`src/verilog/dcsw_pkg.sv`:
```
// package: field positions, codes and reset values of the drive command and state words
package dcsw_pkg;

  // ==========================================
  // widths
  localparam int WORD_W = 16;
  localparam int REF_W = 16;
  localparam int SUM_W = 18;
  localparam int MODE_W = 2;
  localparam int CODE_W = 8;

  // ==========================================
  // command word bit positions
  localparam int CW_PRESET_LSB = 0;
  localparam int CW_PRESET_MSB = 1;
  localparam int CW_DC_BRAKE = 2;
  localparam int CW_COAST = 3;
  localparam int CW_QUICK_STOP = 4;
  localparam int CW_HOLD = 5;
  localparam int CW_RAMP_STOP = 6;
  localparam int CW_RESET = 7;
  localparam int CW_JOG = 8;
  localparam int CW_RAMP_SEL = 9;
  localparam int CW_VALID = 10;
  localparam int CW_RELAY1 = 11;
  localparam int CW_RELAY4 = 12;
  localparam int CW_SETUP_LSB = 13;
  localparam int CW_SETUP_MSB = 14;
  localparam int CW_REVERSE = 15;

  // ==========================================
  // state word bit positions
  localparam int SW_CTRL_READY = 0;
  localparam int SW_DRIVE_READY = 1;
  localparam int SW_ENABLE = 2;
  localparam int SW_TRIP = 3;
  localparam int SW_UNUSED = 5;
  localparam int SW_TRIP_LOCK = 6;

  // ==========================================
  // reset values and setting codes
  localparam logic [WORD_W-1:0] CMD_WORD_RESET = 16'h0000;
  localparam logic [WORD_W-1:0] STATE_WORD_RESET = 16'h0000;
  localparam logic [REF_W-1:0] SPEED_RESET = 16'h0000;
  localparam logic [REF_W-1:0] SPEED_STEP = 16'h0001;
  localparam logic [REF_W-1:0] SPEED_MAX = 16'hFFFF;
  localparam logic [SUM_W-1:0] SUM_RESET = 18'h0_0000;
  localparam logic [MODE_W-1:0] MODE_OPEN_LOOP = 2'h0;
  localparam logic [MODE_W-1:0] MODE_CLOSED_LOOP = 2'h3;
  localparam logic [CODE_W-1:0] RELAY1_CODE = 8'h24;
  localparam logic [CODE_W-1:0] RELAY4_CODE = 8'h25;
  localparam logic [CODE_W-1:0] MULTI_SETUP_CODE = 8'h09;

  // ==========================================
  // motor handling states, gray along run-ramp-brake-coast
  typedef enum logic [1:0] {
    MODE_RUN = 2'h0,
    MODE_RAMP = 2'h1,
    MODE_BRAKE = 2'h3,
    MODE_COAST = 2'h2
  } motor_mode_t;

endpackage : dcsw_pkg

```
`src/verilog/rise_pulse.sv`:
```
// rise_pulse: one-cycle pulse on a 0-to-1 change between sampled levels
`timescale 1ns/1ps
module rise_pulse (
  input wire logic i_clk,
  input wire logic i_rst,
  input wire logic i_sample,
  input wire logic i_level,
  output logic o_pulse
);

  logic last;

  // ==========================================
  // edge detect on accepted samples only
  always_ff @(posedge i_clk or posedge i_rst) begin
    if (i_rst) begin
      last <= 1'b0;
      o_pulse <= 1'b0;
    end else begin
      o_pulse <= i_sample & i_level & ~last;
      if (i_sample) begin
        last <= i_level;
      end
    end
  end
endmodule : rise_pulse

```
`src/verilog/drive_control_status_word.sv`:
```
// drive_control_status_word: command word decode and state word assembly
`timescale 1ns/1ps
module drive_control_status_word (
  input wire logic I_MCLK,
  input wire logic I_RST,
  input wire logic I_CMD_WRITE,
  input wire logic [dcsw_pkg::WORD_W-1:0] I_CMD_WORD,
  input wire logic [dcsw_pkg::MODE_W-1:0] I_CONFIG_MODE,
  input wire logic [dcsw_pkg::REF_W-1:0] I_BUS_REF,
  input wire logic [dcsw_pkg::REF_W-1:0] I_EXT_REF,
  input wire logic [dcsw_pkg::REF_W-1:0] I_PRESET0,
  input wire logic [dcsw_pkg::REF_W-1:0] I_PRESET1,
  input wire logic [dcsw_pkg::REF_W-1:0] I_PRESET2,
  input wire logic [dcsw_pkg::REF_W-1:0] I_PRESET3,
  input wire logic [dcsw_pkg::REF_W-1:0] I_JOG_SPEED,
  input wire logic [dcsw_pkg::CODE_W-1:0] I_RELAY1_FUNC,
  input wire logic [dcsw_pkg::CODE_W-1:0] I_RELAY4_FUNC,
  input wire logic [dcsw_pkg::CODE_W-1:0] I_ACTIVE_SETUP,
  input wire logic I_REVERSE_LOCK,
  input wire logic I_DI_SPEED_UP,
  input wire logic I_DI_SPEED_DOWN,
  input wire logic I_DI_DC_BRAKE,
  input wire logic I_DI_COAST,
  input wire logic I_DI_RESET_COAST,
  input wire logic I_TRIPPED,
  input wire logic I_TRIP_LOCKED,
  input wire logic I_CONTROLS_READY,
  output logic [dcsw_pkg::WORD_W-1:0] O_CMD_WORD,
  output logic [dcsw_pkg::WORD_W-1:0] O_STATE_WORD,
  output logic O_OPEN_LOOP,
  output logic O_CLOSED_LOOP,
  output logic [dcsw_pkg::SUM_W-1:0] O_TOTAL_REF,
  output logic [dcsw_pkg::REF_W-1:0] O_SPEED_CMD,
  output logic [1:0] O_PRESET_INDEX,
  output logic O_OUTPUT_ENABLE,
  output logic O_DC_BRAKE,
  output logic O_QUICK_STOP,
  output logic O_RAMP_STOP,
  output logic O_FREEZE,
  output logic O_FAULT_RESET,
  output logic O_JOG,
  output logic O_RAMP_SEL,
  output logic O_RELAY1,
  output logic O_RELAY4,
  output logic [1:0] O_SETUP_SEL,
  output logic O_SETUP_APPLY,
  output logic O_REVERSE
);
  import dcsw_pkg::*;

  // ==========================================
  // command word register
  logic [WORD_W-1:0] cmd;
  wire accept = I_CMD_WRITE & I_CMD_WORD[CW_VALID];

  always_ff @(posedge I_MCLK or posedge I_RST) begin
    if (I_RST) begin
      cmd <= CMD_WORD_RESET;
    end else if (accept) begin
      cmd <= I_CMD_WORD;
    end
  end

  assign O_CMD_WORD = cmd;

  // ==========================================
  // fault reset on rising edge of the reset bit
  rise_pulse u_reset_edge (
    .i_clk(I_MCLK),
    .i_rst(I_RST),
    .i_sample(accept),
    .i_level(I_CMD_WORD[CW_RESET]),
    .o_pulse(O_FAULT_RESET)
  );

  // ==========================================
  // reference handling
  wire [1:0] preset_index = cmd[CW_PRESET_MSB:CW_PRESET_LSB];
  wire [REF_W-1:0] preset_ref =
    (preset_index == 2'h0) ? I_PRESET0 :
    (preset_index == 2'h1) ? I_PRESET1 :
    (preset_index == 2'h2) ? I_PRESET2 : I_PRESET3;
  wire [SUM_W-1:0] total_sum =
    SUM_W'(I_BUS_REF) + SUM_W'(I_EXT_REF) + SUM_W'(preset_ref);
  wire sum_over = |total_sum[SUM_W-1:REF_W];
  wire [REF_W-1:0] sat_ref = sum_over ? SPEED_MAX : total_sum[REF_W-1:0];

  assign O_PRESET_INDEX = preset_index;

  always_ff @(posedge I_MCLK or posedge I_RST) begin
    if (I_RST) begin
      O_TOTAL_REF <= SUM_RESET;
      O_OPEN_LOOP <= 1'b1;
      O_CLOSED_LOOP <= 1'b0;
    end else begin
      O_TOTAL_REF <= total_sum;
      O_OPEN_LOOP <= (I_CONFIG_MODE == MODE_OPEN_LOOP);
      O_CLOSED_LOOP <= (I_CONFIG_MODE == MODE_CLOSED_LOOP);
    end
  end

  // ==========================================
  // output frequency: jog, freeze with speed up/down, or reference
  wire frozen = ~cmd[CW_HOLD];
  wire jog = cmd[CW_JOG];
  wire step_up = I_DI_SPEED_UP & ~I_DI_SPEED_DOWN & (O_SPEED_CMD != SPEED_MAX);
  wire step_dn = I_DI_SPEED_DOWN & ~I_DI_SPEED_UP & (O_SPEED_CMD != SPEED_RESET);
  wire [REF_W-1:0] held_speed =
    step_up ? O_SPEED_CMD + SPEED_STEP :
    step_dn ? O_SPEED_CMD - SPEED_STEP : O_SPEED_CMD;
  wire [REF_W-1:0] next_speed =
    jog ? I_JOG_SPEED : frozen ? held_speed : sat_ref;

  always_ff @(posedge I_MCLK or posedge I_RST) begin
    if (I_RST) begin
      O_SPEED_CMD <= SPEED_RESET;
    end else begin
      O_SPEED_CMD <= next_speed;
    end
  end

  assign O_FREEZE = frozen;
  assign O_JOG = jog;
  assign O_RAMP_SEL = cmd[CW_RAMP_SEL];

  // ==========================================
  // stop handling, coast over brake over ramp
  wire coast_req = ~cmd[CW_COAST] | I_DI_COAST | I_DI_RESET_COAST | I_TRIPPED;
  wire brake_req = ~cmd[CW_DC_BRAKE] | I_DI_DC_BRAKE;
  wire quick_req = ~frozen & ~cmd[CW_QUICK_STOP];
  wire ramp_req = ~frozen & ~cmd[CW_RAMP_STOP];
  motor_mode_t mode;
  motor_mode_t next_mode;

  assign next_mode = coast_req ? MODE_COAST :
                     brake_req ? MODE_BRAKE :
                     (quick_req | ramp_req) ? MODE_RAMP : MODE_RUN;

  always_ff @(posedge I_MCLK or posedge I_RST) begin
    if (I_RST) begin
      mode <= MODE_COAST;
    end else begin
      mode <= next_mode;
    end
  end

  // ==========================================
  // latched stop kind for the ramp state
  logic quick_kind;

  always_ff @(posedge I_MCLK or posedge I_RST) begin
    if (I_RST) begin
      quick_kind <= 1'b0;
    end else begin
      quick_kind <= quick_req;
    end
  end

  always_comb begin
    O_OUTPUT_ENABLE = 1'b1;
    O_DC_BRAKE = 1'b0;
    O_QUICK_STOP = 1'b0;
    O_RAMP_STOP = 1'b0;
    case (mode)
      MODE_RUN: begin
        O_OUTPUT_ENABLE = 1'b1;
      end
      MODE_RAMP: begin
        O_QUICK_STOP = quick_kind;
        O_RAMP_STOP = ~quick_kind;
      end
      MODE_BRAKE: begin
        O_DC_BRAKE = 1'b1;
      end
      MODE_COAST: begin
        O_OUTPUT_ENABLE = 1'b0;
      end
      default: begin
        O_OUTPUT_ENABLE = 1'b0;
      end
    endcase
  end

  // ==========================================
  // relays, set-up and direction
  wire [1:0] relay_bit = {cmd[CW_RELAY4], cmd[CW_RELAY1]};
  wire [CODE_W-1:0] relay_func [2];
  logic [1:0] relay_on;

  assign relay_func[0] = I_RELAY1_FUNC;
  assign relay_func[1] = I_RELAY4_FUNC;

  for (genvar g = 0; g < 2; g++) begin : g_relay
    wire [CODE_W-1:0] code = (g == 0) ? RELAY1_CODE : RELAY4_CODE;
    always_ff @(posedge I_MCLK or posedge I_RST) begin
      if (I_RST) begin
        relay_on[g] <= 1'b0;
      end else begin
        relay_on[g] <= relay_bit[g] & (relay_func[g] == code);
      end
    end
  end

  assign O_RELAY1 = relay_on[0];
  assign O_RELAY4 = relay_on[1];

  always_ff @(posedge I_MCLK or posedge I_RST) begin
    if (I_RST) begin
      O_SETUP_SEL <= 2'h0;
      O_SETUP_APPLY <= 1'b0;
      O_REVERSE <= 1'b0;
    end else begin
      O_SETUP_SEL <= cmd[CW_SETUP_MSB:CW_SETUP_LSB];
      O_SETUP_APPLY <= (I_ACTIVE_SETUP == MULTI_SETUP_CODE);
      O_REVERSE <= cmd[CW_REVERSE] & ~I_REVERSE_LOCK;
    end
  end

  // ==========================================
  // state word
  logic [WORD_W-1:0] next_state_word;

  always_comb begin
    next_state_word = STATE_WORD_RESET;
    next_state_word[SW_CTRL_READY] = I_CONTROLS_READY & ~I_TRIPPED;
    next_state_word[SW_DRIVE_READY] = I_CONTROLS_READY & ~I_TRIPPED;
    next_state_word[SW_ENABLE] = ~coast_req;
    next_state_word[SW_TRIP] = I_TRIPPED & ~I_TRIP_LOCKED;
    next_state_word[SW_TRIP_LOCK] = I_TRIP_LOCKED;
  end

  always_ff @(posedge I_MCLK or posedge I_RST) begin
    if (I_RST) begin
      O_STATE_WORD <= STATE_WORD_RESET;
    end else begin
      O_STATE_WORD <= next_state_word;
    end
  end

  wire no_stop_in = !I_DI_COAST && !I_DI_RESET_COAST && !I_DI_DC_BRAKE && !I_TRIPPED;
endmodule : drive_control_status_word

```
`config.mk`:
```
export PLATFORM = sky130hd
export DESIGN_NAME = drive_control_status_word
export DESIGN_NICKNAME = d
export VERILOG_FILES = /design/src/verilog/dcsw_pkg.sv /design/src/verilog/rise_pulse.sv /design/src/verilog/drive_control_status_word.sv
export SDC_FILE = /design/constraint.sdc
export NUM_CORES = 1
export LEC_CHECK = 0
export BUFFER_PORTS_ARGS = -buffer_cell sky130_fd_sc_hd__buf_2
export CAP_MARGIN = 20
export CORE_MARGIN = 2
export CORE_UTILIZATION = 50
export DETAILED_ROUTE_END_ITERATION = 6
export PLACE_DENSITY = 0.9
export SLEW_MARGIN = 20
export SYNTH_ARGS = -nofsm -noshare
export SYNTH_HDL_FRONTEND = slang
export SYNTH_SLANG_ARGS = --single-unit
```
`constraint.sdc`:
```
create_clock -name I_MCLK -period 7.5 [get_ports I_MCLK]
set_input_delay 0.375 -clock I_MCLK [delete_from_list [all_inputs] [get_ports I_MCLK]]
set_output_delay 0.375 -clock I_MCLK [all_outputs]
set_load 0.02 [all_outputs]
```
==> results of run 1 <==
final timing paths:
| check | start | endpoint | slack, ns | cells after the start |
|---|---|---|---|---|
| worst max-delay path | O_CMD_WORD[1]$_DFFE_PP0P_ | O_SPEED_CMD[5]$_DFFE_PP0P_ | 3.21 | 12 |
| worst min-delay path | I_TRIP_LOCKED | O_STATE_WORD[6]$_DFF_PP0_ | 0.15 | 1 |
| min in group asynchronous | I_RST | O_STATE_WORD[2]$_DFF_PP0_ | 0.25 | 3 |
| worst min register to register | O_CMD_WORD[14]$_DFFE_PP0P_ | O_SETUP_SEL[1]$_DFF_PP0_ | 0.39 | 0 |
| worst max register to register | O_CMD_WORD[1]$_DFFE_PP0P_ | O_SPEED_CMD[5]$_DFFE_PP0P_ | 3.21 | 12 |
| max in group asynchronous | I_RST | O_TOTAL_REF[6]$_DFF_PP0_ | 6.69 | 3 |
layout make-up:
class,instances,area [sq um]
multi-input cells,340,2944
well taps,129,161.4
fillers,747,3055
clock buffers,9,123.9
inverters,17,63.81
flip-flops and latches,66,1654
repair buffers,240,1206
clock inverters,7,75.07
power groups by stage:
| stage | combinational, mW | clock [mW] | sequential [mW] |
|---|---|---|---|
| CTS | 1.21 | 0.314 | 0.571 |
| detailed placement | 1.20 | 0 | 0.578 |
| global route | 1.32 | 0.327 | 0.589 |
| global placement | 1.14 | 0 | 0.574 |
| floorplan | 0.743 | 0 | 0.676 |
| finish | 1.22 | 0.309 | 0.575 |
per-layer routing:
| metal | GRT usage | part of all wire |
|---|---|---|
| met1 | 0.3314 | 0.37 |
| met2 | 0.4793 | 0.53 |
| met5 | 0 | 0 |
| met4 | 0.1077 | 0.027 |
| met3 | 0.04651 | 0.077 |
metrics by stage:
step / util / cells / setup WS [ns] / total power [mW] / area (sq um)
floorplan: - / 450 / 3.286 / 1.419 / 4836
global placement: 0.6495 / 792 / 3.424 / 1.718 / 6030
detailed placement: 0.6495 / 792 / 3.297 / 1.777 / 6030
CTS: 0.6709 / 808 / 3.261 / 2.096 / 6228
global route: 0.6709 / 808 / 2.964 / 2.239 / 6228
finish: 0.6709 / 808 / 3.215 / 2.104 / 6228
kinds of logic after synthesis:
group | after synthesis
xor+xnor | 26
mux | 32
simple gates | 100
compound gates | 124
flops | 66
buf+inv | 44
other cells | 1
fa+ha+maj | 47
layout by cell type (no fill, tap or decap), types with 13 or more instances in the layout:
cell	instances
buf_2	238
mux4_2	16
nor2_1	21
ha_1	29
dfrtp_1	64
nand2_1	20
xor2_1	13
o21ai_0	22
mux2_2	15
inv_1	15
xnor2_1	13
a21oi_1	34
fa_1	18
worst register-to-register path, stage by stage, from the launching register on:
cell and delay, ns:
dfrtp_1 0.84, mux4_2 0.44, fa_1 0.45, ha_1 0.26
fa_1 0.45, a211oi_1 0.33, o211ai_1 0.18, nand2_1 0.13
o21ai_2 0.11, a2111oi_4 0.43, o21ai_4 0.20, o221ai_1 0.26
a21oi_1 0.10
sequential cells by signal, summed over array words and instances, names as in the netlist, 2 cells and up:
register / cells
O_STATE_WORD: 4
mode: 2
O_TOTAL_REF: 18
O_SETUP_SEL: 2
O_SPEED_CMD: 16
O_CMD_WORD: 16
==> metrics.cfg, run 1 <==
[clock_network]
root_buffer=clkbuf_8
cts_max_path_buffers=2
cts_resized=0
clkLatencyLatePin_ns=0.35
clk_pin_slew_ns=0.09
cts_made_buffers=9
h-tree-depth=3
cts_setup_buffers=0
cts_tree=yes
cts.sinks=66
ctsHoldBuffers=0

[detailed_routing]
drt_first_pass_iters=4
ant_nets=0
drc=0
vias=4498
viasPerCell=5.567
drt-wirelength-per-cell_um=17.88
drt_iter0_drc=169
finalWirelength_um=14450

[timing]
layout_min_cycle_time_ns=4.285
holdWs_ns=0.1526
period_share=0.5713
hold_viol=0
drv_slew=0
finClkSkew_ns=0.01752
slew_headroom=0.2725
worst_slew_pin_slew_ns=1.088
setup_tns_ns=0
rsz0062_at_grt=false
fmax_ghz=0.2334
setup_viol=0

[global_routing]
antenna_found_initial=0
grt_usage=0.2713
grt_max_degree=67
grt.overflow.total=0
grt_first_pass_wirelength_um=21720
grt_pass1_vias=4637

[yosys]
yosys.area_share.simple=0.1137
yosysMostFrequentCell=dfrtp_1
muxShareOfSynthArea=0.1124
yosys.area_share.adder=0.1507
avgSynthCellArea_sq_um=10.91
synthTopCellsByArea=dfrtp_1, ha_1, fa_1, mux4_2, a21oi_1
yosys_warnings=0
syn-instance-count=440
syn_area_sq_um=4798
async_reset_ff_frac=1.000
ys_seq_area_frac=0.3447
synth_top_area_frac=0.3338
ys.flop_type=dfrtp_1
synth_xor_area_frac=0.04746
synth_compound_area_frac=0.1807
synth_edf_count=0
synth_top_family_by_area=compound AO/OA/AOI/OAI gates
ys_ff_latch=66
synth_common_cells=dfrtp_1, a21oi_1, ha_1
yosysTopAreaCell=dfrtp_1
synth_cell_type_count=62

[worst_setup_path]
crit_buf_inv=0
worstSetupPathType=reg2reg
crit_path_end_kind=flop
path_max_fanout=19
cpMaxStageDelayCell=dfrtp_1
cp_common_cell=fa_1
crit_family=compound AO/OA/AOI/OAI gates
required_ns=7.72
path_cells=mux4_2, fa_1, ha_1, fa_1, a211oi_1, o211ai_1, nand2_1, o21ai_2, a2111oi_4, o21ai_4, o221ai_1, a21oi_1
critical_path.max_stage_delay_ns=0.84
arrival_ns=4.51
startpoint_type=flop

[die]
die-width_um=102.0
io_pins=250
core_sq_um=9284
die_area_sq_um=10400
rows=35
die-height_um=102.0
initial_core_util=0.5168

[pwr]
swShare=0.4730
p_comb_frac=0.580
seq_power_share=0.273
ir_drop_uv=141.5
power.density_nw_per_um2=337.8
clkPwrFrac=0.147
power_leakage_nw=3.040
p_sw_mw=0.9952
p_int_mw=1.109

[placed_design]
routabilityCongestion=1.001
dpl.hpwl_um=11750
port_buffers=238

[flow_run]
maxCapViolations=0

[status]
status=finished clean

[min_path]
hold_path_class=in2reg

[layout]
layout-area-overhead-vs-synth_pct=29.80
drive_gt1_frac=0.4433
num-nets-final=887
diodes=0

Power figures use the tool's default switching activity.
==> run 2, diff against run 1 <==
--- a/config.mk
+++ b/config.mk
@@ -8,9 +8,9 @@
 export BUFFER_PORTS_ARGS = -buffer_cell sky130_fd_sc_hd__buf_2
 export CAP_MARGIN = 20
 export CORE_MARGIN = 2
-export CORE_UTILIZATION = 50
+export CORE_UTILIZATION = 42
 export DETAILED_ROUTE_END_ITERATION = 6
-export PLACE_DENSITY = 0.9
+export PLACE_DENSITY = 0.81
 export SLEW_MARGIN = 20
 export SYNTH_ARGS = -nofsm -noshare
 export SYNTH_HDL_FRONTEND = slang
==> constraint.sdc (replaced) <==
create_clock -name I_MCLK -period 3.7 [get_ports I_MCLK]
set_input_delay 0.185 -clock I_MCLK [delete_from_list [all_inputs] [get_ports I_MCLK]]
set_output_delay 0.185 -clock I_MCLK [all_outputs]
set_load 0.02 [all_outputs]
==> run 2 against run 1 <==
  * Routed wire length is 0.42% lower
  * Sequential power increased by 97%
  * Utilization fell by 7.4 points
  * Power increased by 120%
  * Via count up 2.4%
  * Critical path depth is 1 higher
  * Register-to-register slack worse by 3.2 ns
  * Global-route usage down 3.7 points
  * Design area up 7.9%
  * Cell count is 5.9% higher
  * Largest cell class unchanged
  * Largest power group unchanged
==> metrics.cfg, run 2 (synthesis results as in run 1) <==
[status]
status=finished clean

[placed_design]
placed_cells=828  ; +4.5%
place_area_sq_um=6221  ; +3.2%
port_buffers=238  ; unchanged
routabilityCongestion=0.9536  ; -4.7%
dpl.hpwl_um=11690  ; -0.53%

[pwr]
power_leakage_nw=3.242  ; +6.6%
power.total_mw=4.642  ; +120%
ir_drop_uv=312.6  ; +120%
power.density_nw_per_um2=690.5  ; +100%

[layout]
largest_register=O_TOTAL_REF
postLayoutCoreUtil=0.5964  ; -0.07448
drive_gt1_frac=0.4853  ; +0.04197
num-nets-final=921  ; +3.8%
largest_register_ff_count=18  ; unchanged
nFillCells=936  ; +25%
most-common-layout-cells=buf_2, dfrtp_1, a21oi_1
diodes=0  ; unchanged
layout-area-overhead-vs-synth_pct=40.10
final_area_sq_um=6723  ; +7.9%
stdcell_count=856  ; +5.9%
multi_input_area_sq_um=3067  ; +4.2%
seqCellArea_sq_um=1655  ; about the same
layout_commonest_cell=buf_2

[detailed_routing]
drc=0  ; unchanged
viasPerCell=5.382  ; -3.3%
vias=4607  ; +2.4%
drt-wirelength-per-cell_um=16.81  ; -6.0%
finalWirelength_um=14390  ; -0.42%
drt_first_pass_iters=5  ; +1
ant_nets=0  ; unchanged
drt_iter0_drc=203  ; +20%

[timing]
setup_viol=0  ; unchanged
period_share=0.9996  ; +0.4282
slew_headroom=0.4500  ; +0.1775
holdWs_ns=0.0007362  ; -0.1519 ns
hold_viol=0  ; unchanged
drv_slew=0  ; unchanged
worst_slew_pin_slew_ns=0.8230  ; -0.2646 ns
fmax_ghz=0.2704  ; +16%
layout_min_cycle_time_ns=3.698  ; -0.5866 ns
finClkSkew_ns=0.005186  ; -0.01234 ns
rsz0062_at_grt=true

[global_routing]
grt_max_degree=49  ; -27%
antenna_found_initial=0  ; unchanged
grt_first_pass_wirelength_um=23250  ; +7.0%
grt.overflow.total=0  ; unchanged
grt_usage=0.2342  ; -0.03714
grt_pass1_vias=4797  ; +3.5%

[clock_network]
cts_max_path_buffers=2  ; unchanged
cts_made_buffers=9  ; unchanged
cts_tree=yes
root_buffer=clkbuf_16
clkLatencyLatePin_ns=0.33  ; -0.02 ns
cts.sinks=66  ; unchanged
h-tree-depth=3  ; unchanged
clk_pin_slew_ns=0.06  ; -0.03 ns

[die]
rows=39  ; +11%
die_area_sq_um=12300  ; +18%
initial_core_util=0.4257  ; -0.09116
die-height_um=110.9  ; +8.8%
die-width_um=110.9  ; +8.8%
io_pins=250  ; unchanged
core_sq_um=11270  ; +21%

[worst_setup_path]
r2r_cells=13  ; +1
arrival_ns=3.90  ; -0.61 ns
path_max_fanout=8  ; -11
timing.rr.end=O_SPEED_CMD[0]$_DFFE_PP0P_
crit_path_end_kind=flop
r2r_slack_ns=0.002  ; -3.21 ns
startpoint_type=flop
required_ns=3.90  ; -3.82 ns
worstSetupPathType=reg2reg
r2r-start=O_CMD_WORD[0]$_DFFE_PP0P_

[min_path]
hold_path_class=in2async

[flow_run]
maxCapViolations=0  ; unchanged

[run 2: cell count changes in the layout (fill, tap and decap cells not counted), moves of 5 or more]
cell and delta:
clkbuf_8 -7, o21ai_0 -5, clkbuf_16 +9, buf_4 +27
dlygate4sd3_1 +5, ha_1 -5
[run 2: cell type report]
cell class              instances  share of cell area
clock buffers                  12             0.03815
clock inverters                 4            0.003908
inverters                      17            0.009678
multi-input cells             341              0.4562
flip-flops and latches         66              0.2462
well taps                     143             0.02661
repair buffers                273              0.2192
[run 2: report_power, final]
part	internal, mW	switching [mW]	total, mW
registers	0.943	0.187	1.13
clock network	0.489	0.310	0.799
logic	1.16	1.56	2.71
total	2.59	2.05	4.64
[run 2: worst max path at each step]
stage / end / slack, ns / from
after global routing: O_SPEED_CMD[9]$_DFFE_PP0P_ / -0.16 / O_CMD_WORD[0]$_DFFE_PP0P_
after floorplan: O_SPEED_CMD[9]$_DFFE_PP0P_ / 0.03 / O_CMD_WORD[0]$_DFFE_PP0P_
final: O_SPEED_CMD[0]$_DFFE_PP0P_ / 0.002 / O_CMD_WORD[0]$_DFFE_PP0P_
after global placement: O_SPEED_CMD[5]$_DFFE_PP0P_ / 0.07 / O_CMD_WORD[0]$_DFFE_PP0P_
after detailed placement: O_SPEED_CMD[14]$_DFFE_PP0P_ / -0.05 / O_CMD_WORD[0]$_DFFE_PP0P_
after CTS: O_SPEED_CMD[5]$_DFFE_PP0P_ / 0.006 / O_CMD_WORD[0]$_DFFE_PP0P_
[run 2: critical path: stages (launching register included)]
cell,delay (ns)
dfrtp_2,0.43
mux4_2,0.55
fa_1,0.46
ha_2,0.22
fa_2,0.36
a211oi_2,0.24
o211ai_1,0.16
nand2_1,0.12
o21ai_2,0.09
a2111oi_4,0.30
buf_4,0.20
o21ai_4,0.12
o21ai_0,0.23
a21oi_1,0.09
[run 2: through the flow]
| step | setup slack, ns | TNS (ns) |
|---|---|---|
| floorplan | 0.03329 | 0 |
| global placement | 0.07203 | 0 |
| detailed placement | -0.05470 | -0.3682 |
| CTS | 0.005568 | 0 |
| global route | -0.1568 | -1.823 |
| finish | 0.001548 | 0 |
[run 2: metal layers]
metal | part of all wire | wire (um) | track usage
met1 | 0.39 | 5670 | 0.2854
met2 | 0.51 | 7408 | 0.4131
met3 | 0.071 | 1016 | 0.04647
met4 | 0.020 | 294 | 0.08333
met5 | 0 | 0 | 0
[run 2: repair_timing]
| item | CTS | global route |
|---|---|---|
| hold endpoints to repair | 3 | 1 |
| hold buffers | 4 | 1 |
| cloned | 1 | 0 |
| setup endpoints to repair | 16 | 16 |
| gates resized for setup | 1 | 21 |
| pin swaps | 3 | 2 |
| buffers inserted | 3 | 3 |
==> run 3, diff against run 2 <==
--- a/config.mk
+++ b/config.mk
@@ -5,12 +5,13 @@
 export SDC_FILE = /design/constraint.sdc
 export NUM_CORES = 1
 export LEC_CHECK = 0
+export ABC_AREA = 1
 export BUFFER_PORTS_ARGS = -buffer_cell sky130_fd_sc_hd__buf_2
 export CAP_MARGIN = 20
 export CORE_MARGIN = 2
-export CORE_UTILIZATION = 42
+export CORE_UTILIZATION = 44
 export DETAILED_ROUTE_END_ITERATION = 6
-export PLACE_DENSITY = 0.81
+export PLACE_DENSITY = 0.82
 export SLEW_MARGIN = 20
 export SYNTH_ARGS = -nofsm -noshare
 export SYNTH_HDL_FRONTEND = slang
==> run 3 against run 2 <==
  * Non-clock buffer count shrank 18
  * Via count grew 29%
  * Utilization up 0.89 points
  * Synthesized cell count up 78%
  * First-iteration DRC count rose by 67%
  * Sequential share of layout area decreased by 2.0 points
  * Routed wire length grew 21%
  * Largest cell class unchanged
  * Sequential power is essentially flat
  * Combinational power up 7%
  * Design area increased by 9.0%
  * Flip-flop and latch count stayed put
  * Highest routed layer unchanged
==> metrics.cfg, run 3 <==
[global_routing]
grt_first_pass_wirelength_um=27570  ; +19%
antenna_found_initial=1  ; +1
grt.overflow.total=0  ; unchanged
grt_pass1_vias=5808  ; +21%
grt_usage=0.2638  ; +0.02956
grt_max_degree=44  ; -10%

[placed_design]
placed_cells=1175  ; +42%
dpl.hpwl_um=13860  ; +19%
place_area_sq_um=6805  ; +9.4%
routabilityCongestion=0.9294  ; -2.5%
port_buffers=238  ; unchanged

[yosys]
yosysMostFrequentCell=nand2_1
synth_top_area_frac=0.2899  ; -0.04391
synth_cell_type_count=47  ; -24%
syn-instance-count=784  ; +78%
syn_area_sq_um=5525  ; +15%
ys_ff_latch=66  ; unchanged
synth_edf_count=0  ; unchanged
yosysTopAreaCell=dfrtp_1
ys.flop_type=dfrtp_1
synth_common_cells=nand2_1, inv_1, nor2_1
avgSynthCellArea_sq_um=7.048  ; -35%
async_reset_ff_frac=1.000  ; unchanged
ys_seq_area_frac=0.2994  ; -0.04535
synthTopCellsByArea=dfrtp_1, nand2_1, inv_1, ha_1, fa_1
yosys_warnings=0  ; unchanged

[clock_network]
cts_made_buffers=9  ; unchanged
cts_tree=yes
cts.sinks=66  ; unchanged
h-tree-depth=3  ; unchanged
cts_max_path_buffers=2  ; unchanged
clkLatencyLatePin_ns=0.34  ; about the same
clk_pin_slew_ns=0.06  ; about the same
root_buffer=clkbuf_16

[layout]
final_area_sq_um=7331  ; +9.0%
num-nets-final=1240  ; +35%
most-common-layout-cells=nand2_1, buf_2, inv_1
stdcell_count=1201  ; +40%
drive_gt1_frac=0.3169  ; -0.1684
layout-area-overhead-vs-synth_pct=32.68
largest_register_ff_count=18  ; unchanged
largest_register=O_TOTAL_REF
layout_commonest_cell=nand2_1
nFillCells=1162  ; +24%

[detailed_routing]
drt_first_pass_iters=4  ; -1
ant_nets=0  ; unchanged
drc=0  ; unchanged
drt-wirelength-per-cell_um=14.46  ; -14%
vias=5933  ; +29%
viasPerCell=4.940  ; -8.2%
finalWirelength_um=17360  ; +21%
drt_iter0_drc=339  ; +67%

[worst_setup_path]
required_ns=3.92  ; +0.02 ns
arrival_ns=3.70  ; -0.20 ns
path_max_fanout=6  ; -2
critical_path.max_stage_delay_ns=0.50  ; -0.05 ns
cp_common_cell=nand2_1
crit_family=adder cells
path_cells=buf_6, nor2_4, nor2_1, inv_1, nor2_1, o31ai_2, fa_1, ha_4, fa_2, nand2_2, a21oi_2, nand2_1, nand3_2, a21oi_4, buf_4, nand3_1, nand2_1, nand3_1, nand2_1, nand2_1
crit_path_end_kind=flop
worstSetupPathType=reg2reg
crit_buf_inv=3  ; +2
cpMaxStageDelayCell=fa_1
startpoint_type=flop

[pwr]
p_int_mw=2.554  ; -1.4%
clkPwrFrac=0.182  ; +0.010
seq_power_share=0.229  ; -0.014
power_leakage_nw=4.115  ; +27%
swShare=0.4812  ; +0.03901
power.density_nw_per_um2=671.6  ; -2.7%
p_comb_frac=0.589  ; +0.004
ir_drop_uv=279.0  ; -11%
p_sw_mw=2.369  ; +15%

[timing]
holdWs_ns=0.01141  ; +0.01068 ns
drv_slew=0  ; unchanged
worst_slew_pin_slew_ns=0.9370  ; +0.1140 ns
setup_viol=0  ; unchanged
finClkSkew_ns=0.006969  ; +0.001783 ns
slew_headroom=0.3744  ; -0.07560
hold_viol=0  ; unchanged
layout_min_cycle_time_ns=3.482  ; -0.2166 ns
period_share=0.9410  ; -0.05854
fmax_ghz=0.2872  ; +6.2%

[die]
initial_core_util=0.4562  ; +0.03051
die-width_um=116.1  ; +4.7%
die_area_sq_um=13470  ; +9.6%
io_pins=250  ; unchanged
core_sq_um=12110  ; +7.4%
die-height_um=116.1  ; +4.7%
rows=40  ; +2.6%

[status]
status=finished clean

[min_path]
hold_path_class=in2reg

[flow_run]
maxCapViolations=0  ; unchanged

==> run 3: changes by cell type after synthesis, moves of 10 or more <==
cell and delta:
a21oi_1 -10, nand3_1 +31, o21ai_0 +30, mux4_2 -16, xnor2_1 -13, mux2_2 -15, nand2_1 +225, inv_1 +92
nor2_1 +51
==> run 3: cells by family (layout without fill, tap and decap cells) <==
logic type / Yosys count / after routing / synth area share
compound gates: 113 / 113 / 0.1266
simple gates: 400 / 401 / 0.3089
flops: 66 / 66 / 0.2994
buf+inv: 147 / 384 / 0.1178
xor+xnor: 10 / 10 / 0.01585
other cells: 1 / 12 / 0.0006787
fa+ha+maj: 47 / 47 / 0.1309
==> run 3: repair_timing <==
action / 4_1_cts / 5_1_grt
resized for setup: 0 / 32
endpoints found under the setup margin: 0 / 16
hold buffers: 6 / 0
endpoints found under the hold margin: 4 / 0
setup buffers: 0 / 2
==> run 3: layout make-up <==
| type | instances | area [sq um] | share of cell area |
|---|---|---|---|
| multi-input cells | 582 | 3372 | 0.4600 |
| flip-flops and latches | 66 | 1655 | 0.2258 |
| diodes | 1 | 2.502 | 0.0003414 |
| clock inverters | 3 | 46.29 | 0.006315 |
| clock buffers | 13 | 270.3 | 0.03687 |
| well taps | 168 | 210.2 | 0.02867 |
| repair buffers | 255 | 1350 | 0.1842 |
| inverters | 113 | 424.2 | 0.05786 |
==> run 3: through the flow <==
step	total power, mW	utilization	TNS [ns]	setup WS (ns)
after global routing	5.355	0.6053	-0.1023	-0.03644
after floorplan	3.100	-	0	0.06833
final	4.924	0.6053	0	0.2181
after detailed placement	3.877	0.5619	0	0.02782
after CTS	4.793	0.5930	0	0.01294
after global placement	3.828	0.5619	0	0.1542
==> run 3: path summary, 6_finish.rpt <==
check | cells past startpoint | from | to | slack, ns
min reg2reg | 0 | O_CMD_WORD[13]$_DFFE_PP0P_ | O_SETUP_SEL[0]$_DFF_PP0_ | 0.40
max reg2reg | 20 | O_CMD_WORD[0]$_DFFE_PP0P_ | O_SPEED_CMD[15]$_DFFE_PP0P_ | 0.22
min in group asynchronous | 2 | I_RST | O_STATE_WORD[6]$_DFF_PP0_ | 0.06
min | 2 | I_ACTIVE_SETUP[1] | O_SETUP_APPLY$_DFF_PP0_ | 0.01
max | 20 | O_CMD_WORD[0]$_DFFE_PP0P_ | O_SPEED_CMD[15]$_DFFE_PP0P_ | 0.22
max in group asynchronous | 3 | I_RST | mode[1]$_DFF_PP1_ | 2.71
==> run 3: power by group through the flow <==
stage,Clock [mW],Sequential [mW],Combinational [mW]
6_report,0.895,1.13,2.90
5_1_grt,0.938,1.16,3.26
3_5_place_dp,0,1.14,2.74
3_3_place_gp,0,1.13,2.70
4_1_cts,0.907,1.13,2.76
2_1_floorplan,0,1.34,1.76
==> run 3: layer usage <==
metal / part of all wire / GRT usage / up-vias
li1: - / - / 2958
met1: 0.41 / 0.3194 / 2725
met2: 0.51 / 0.4721 / 227
met3: 0.061 / 0.04759 / 23
met4: 0.023 / 0.09048 / 0
met5: 0 / 0 / -
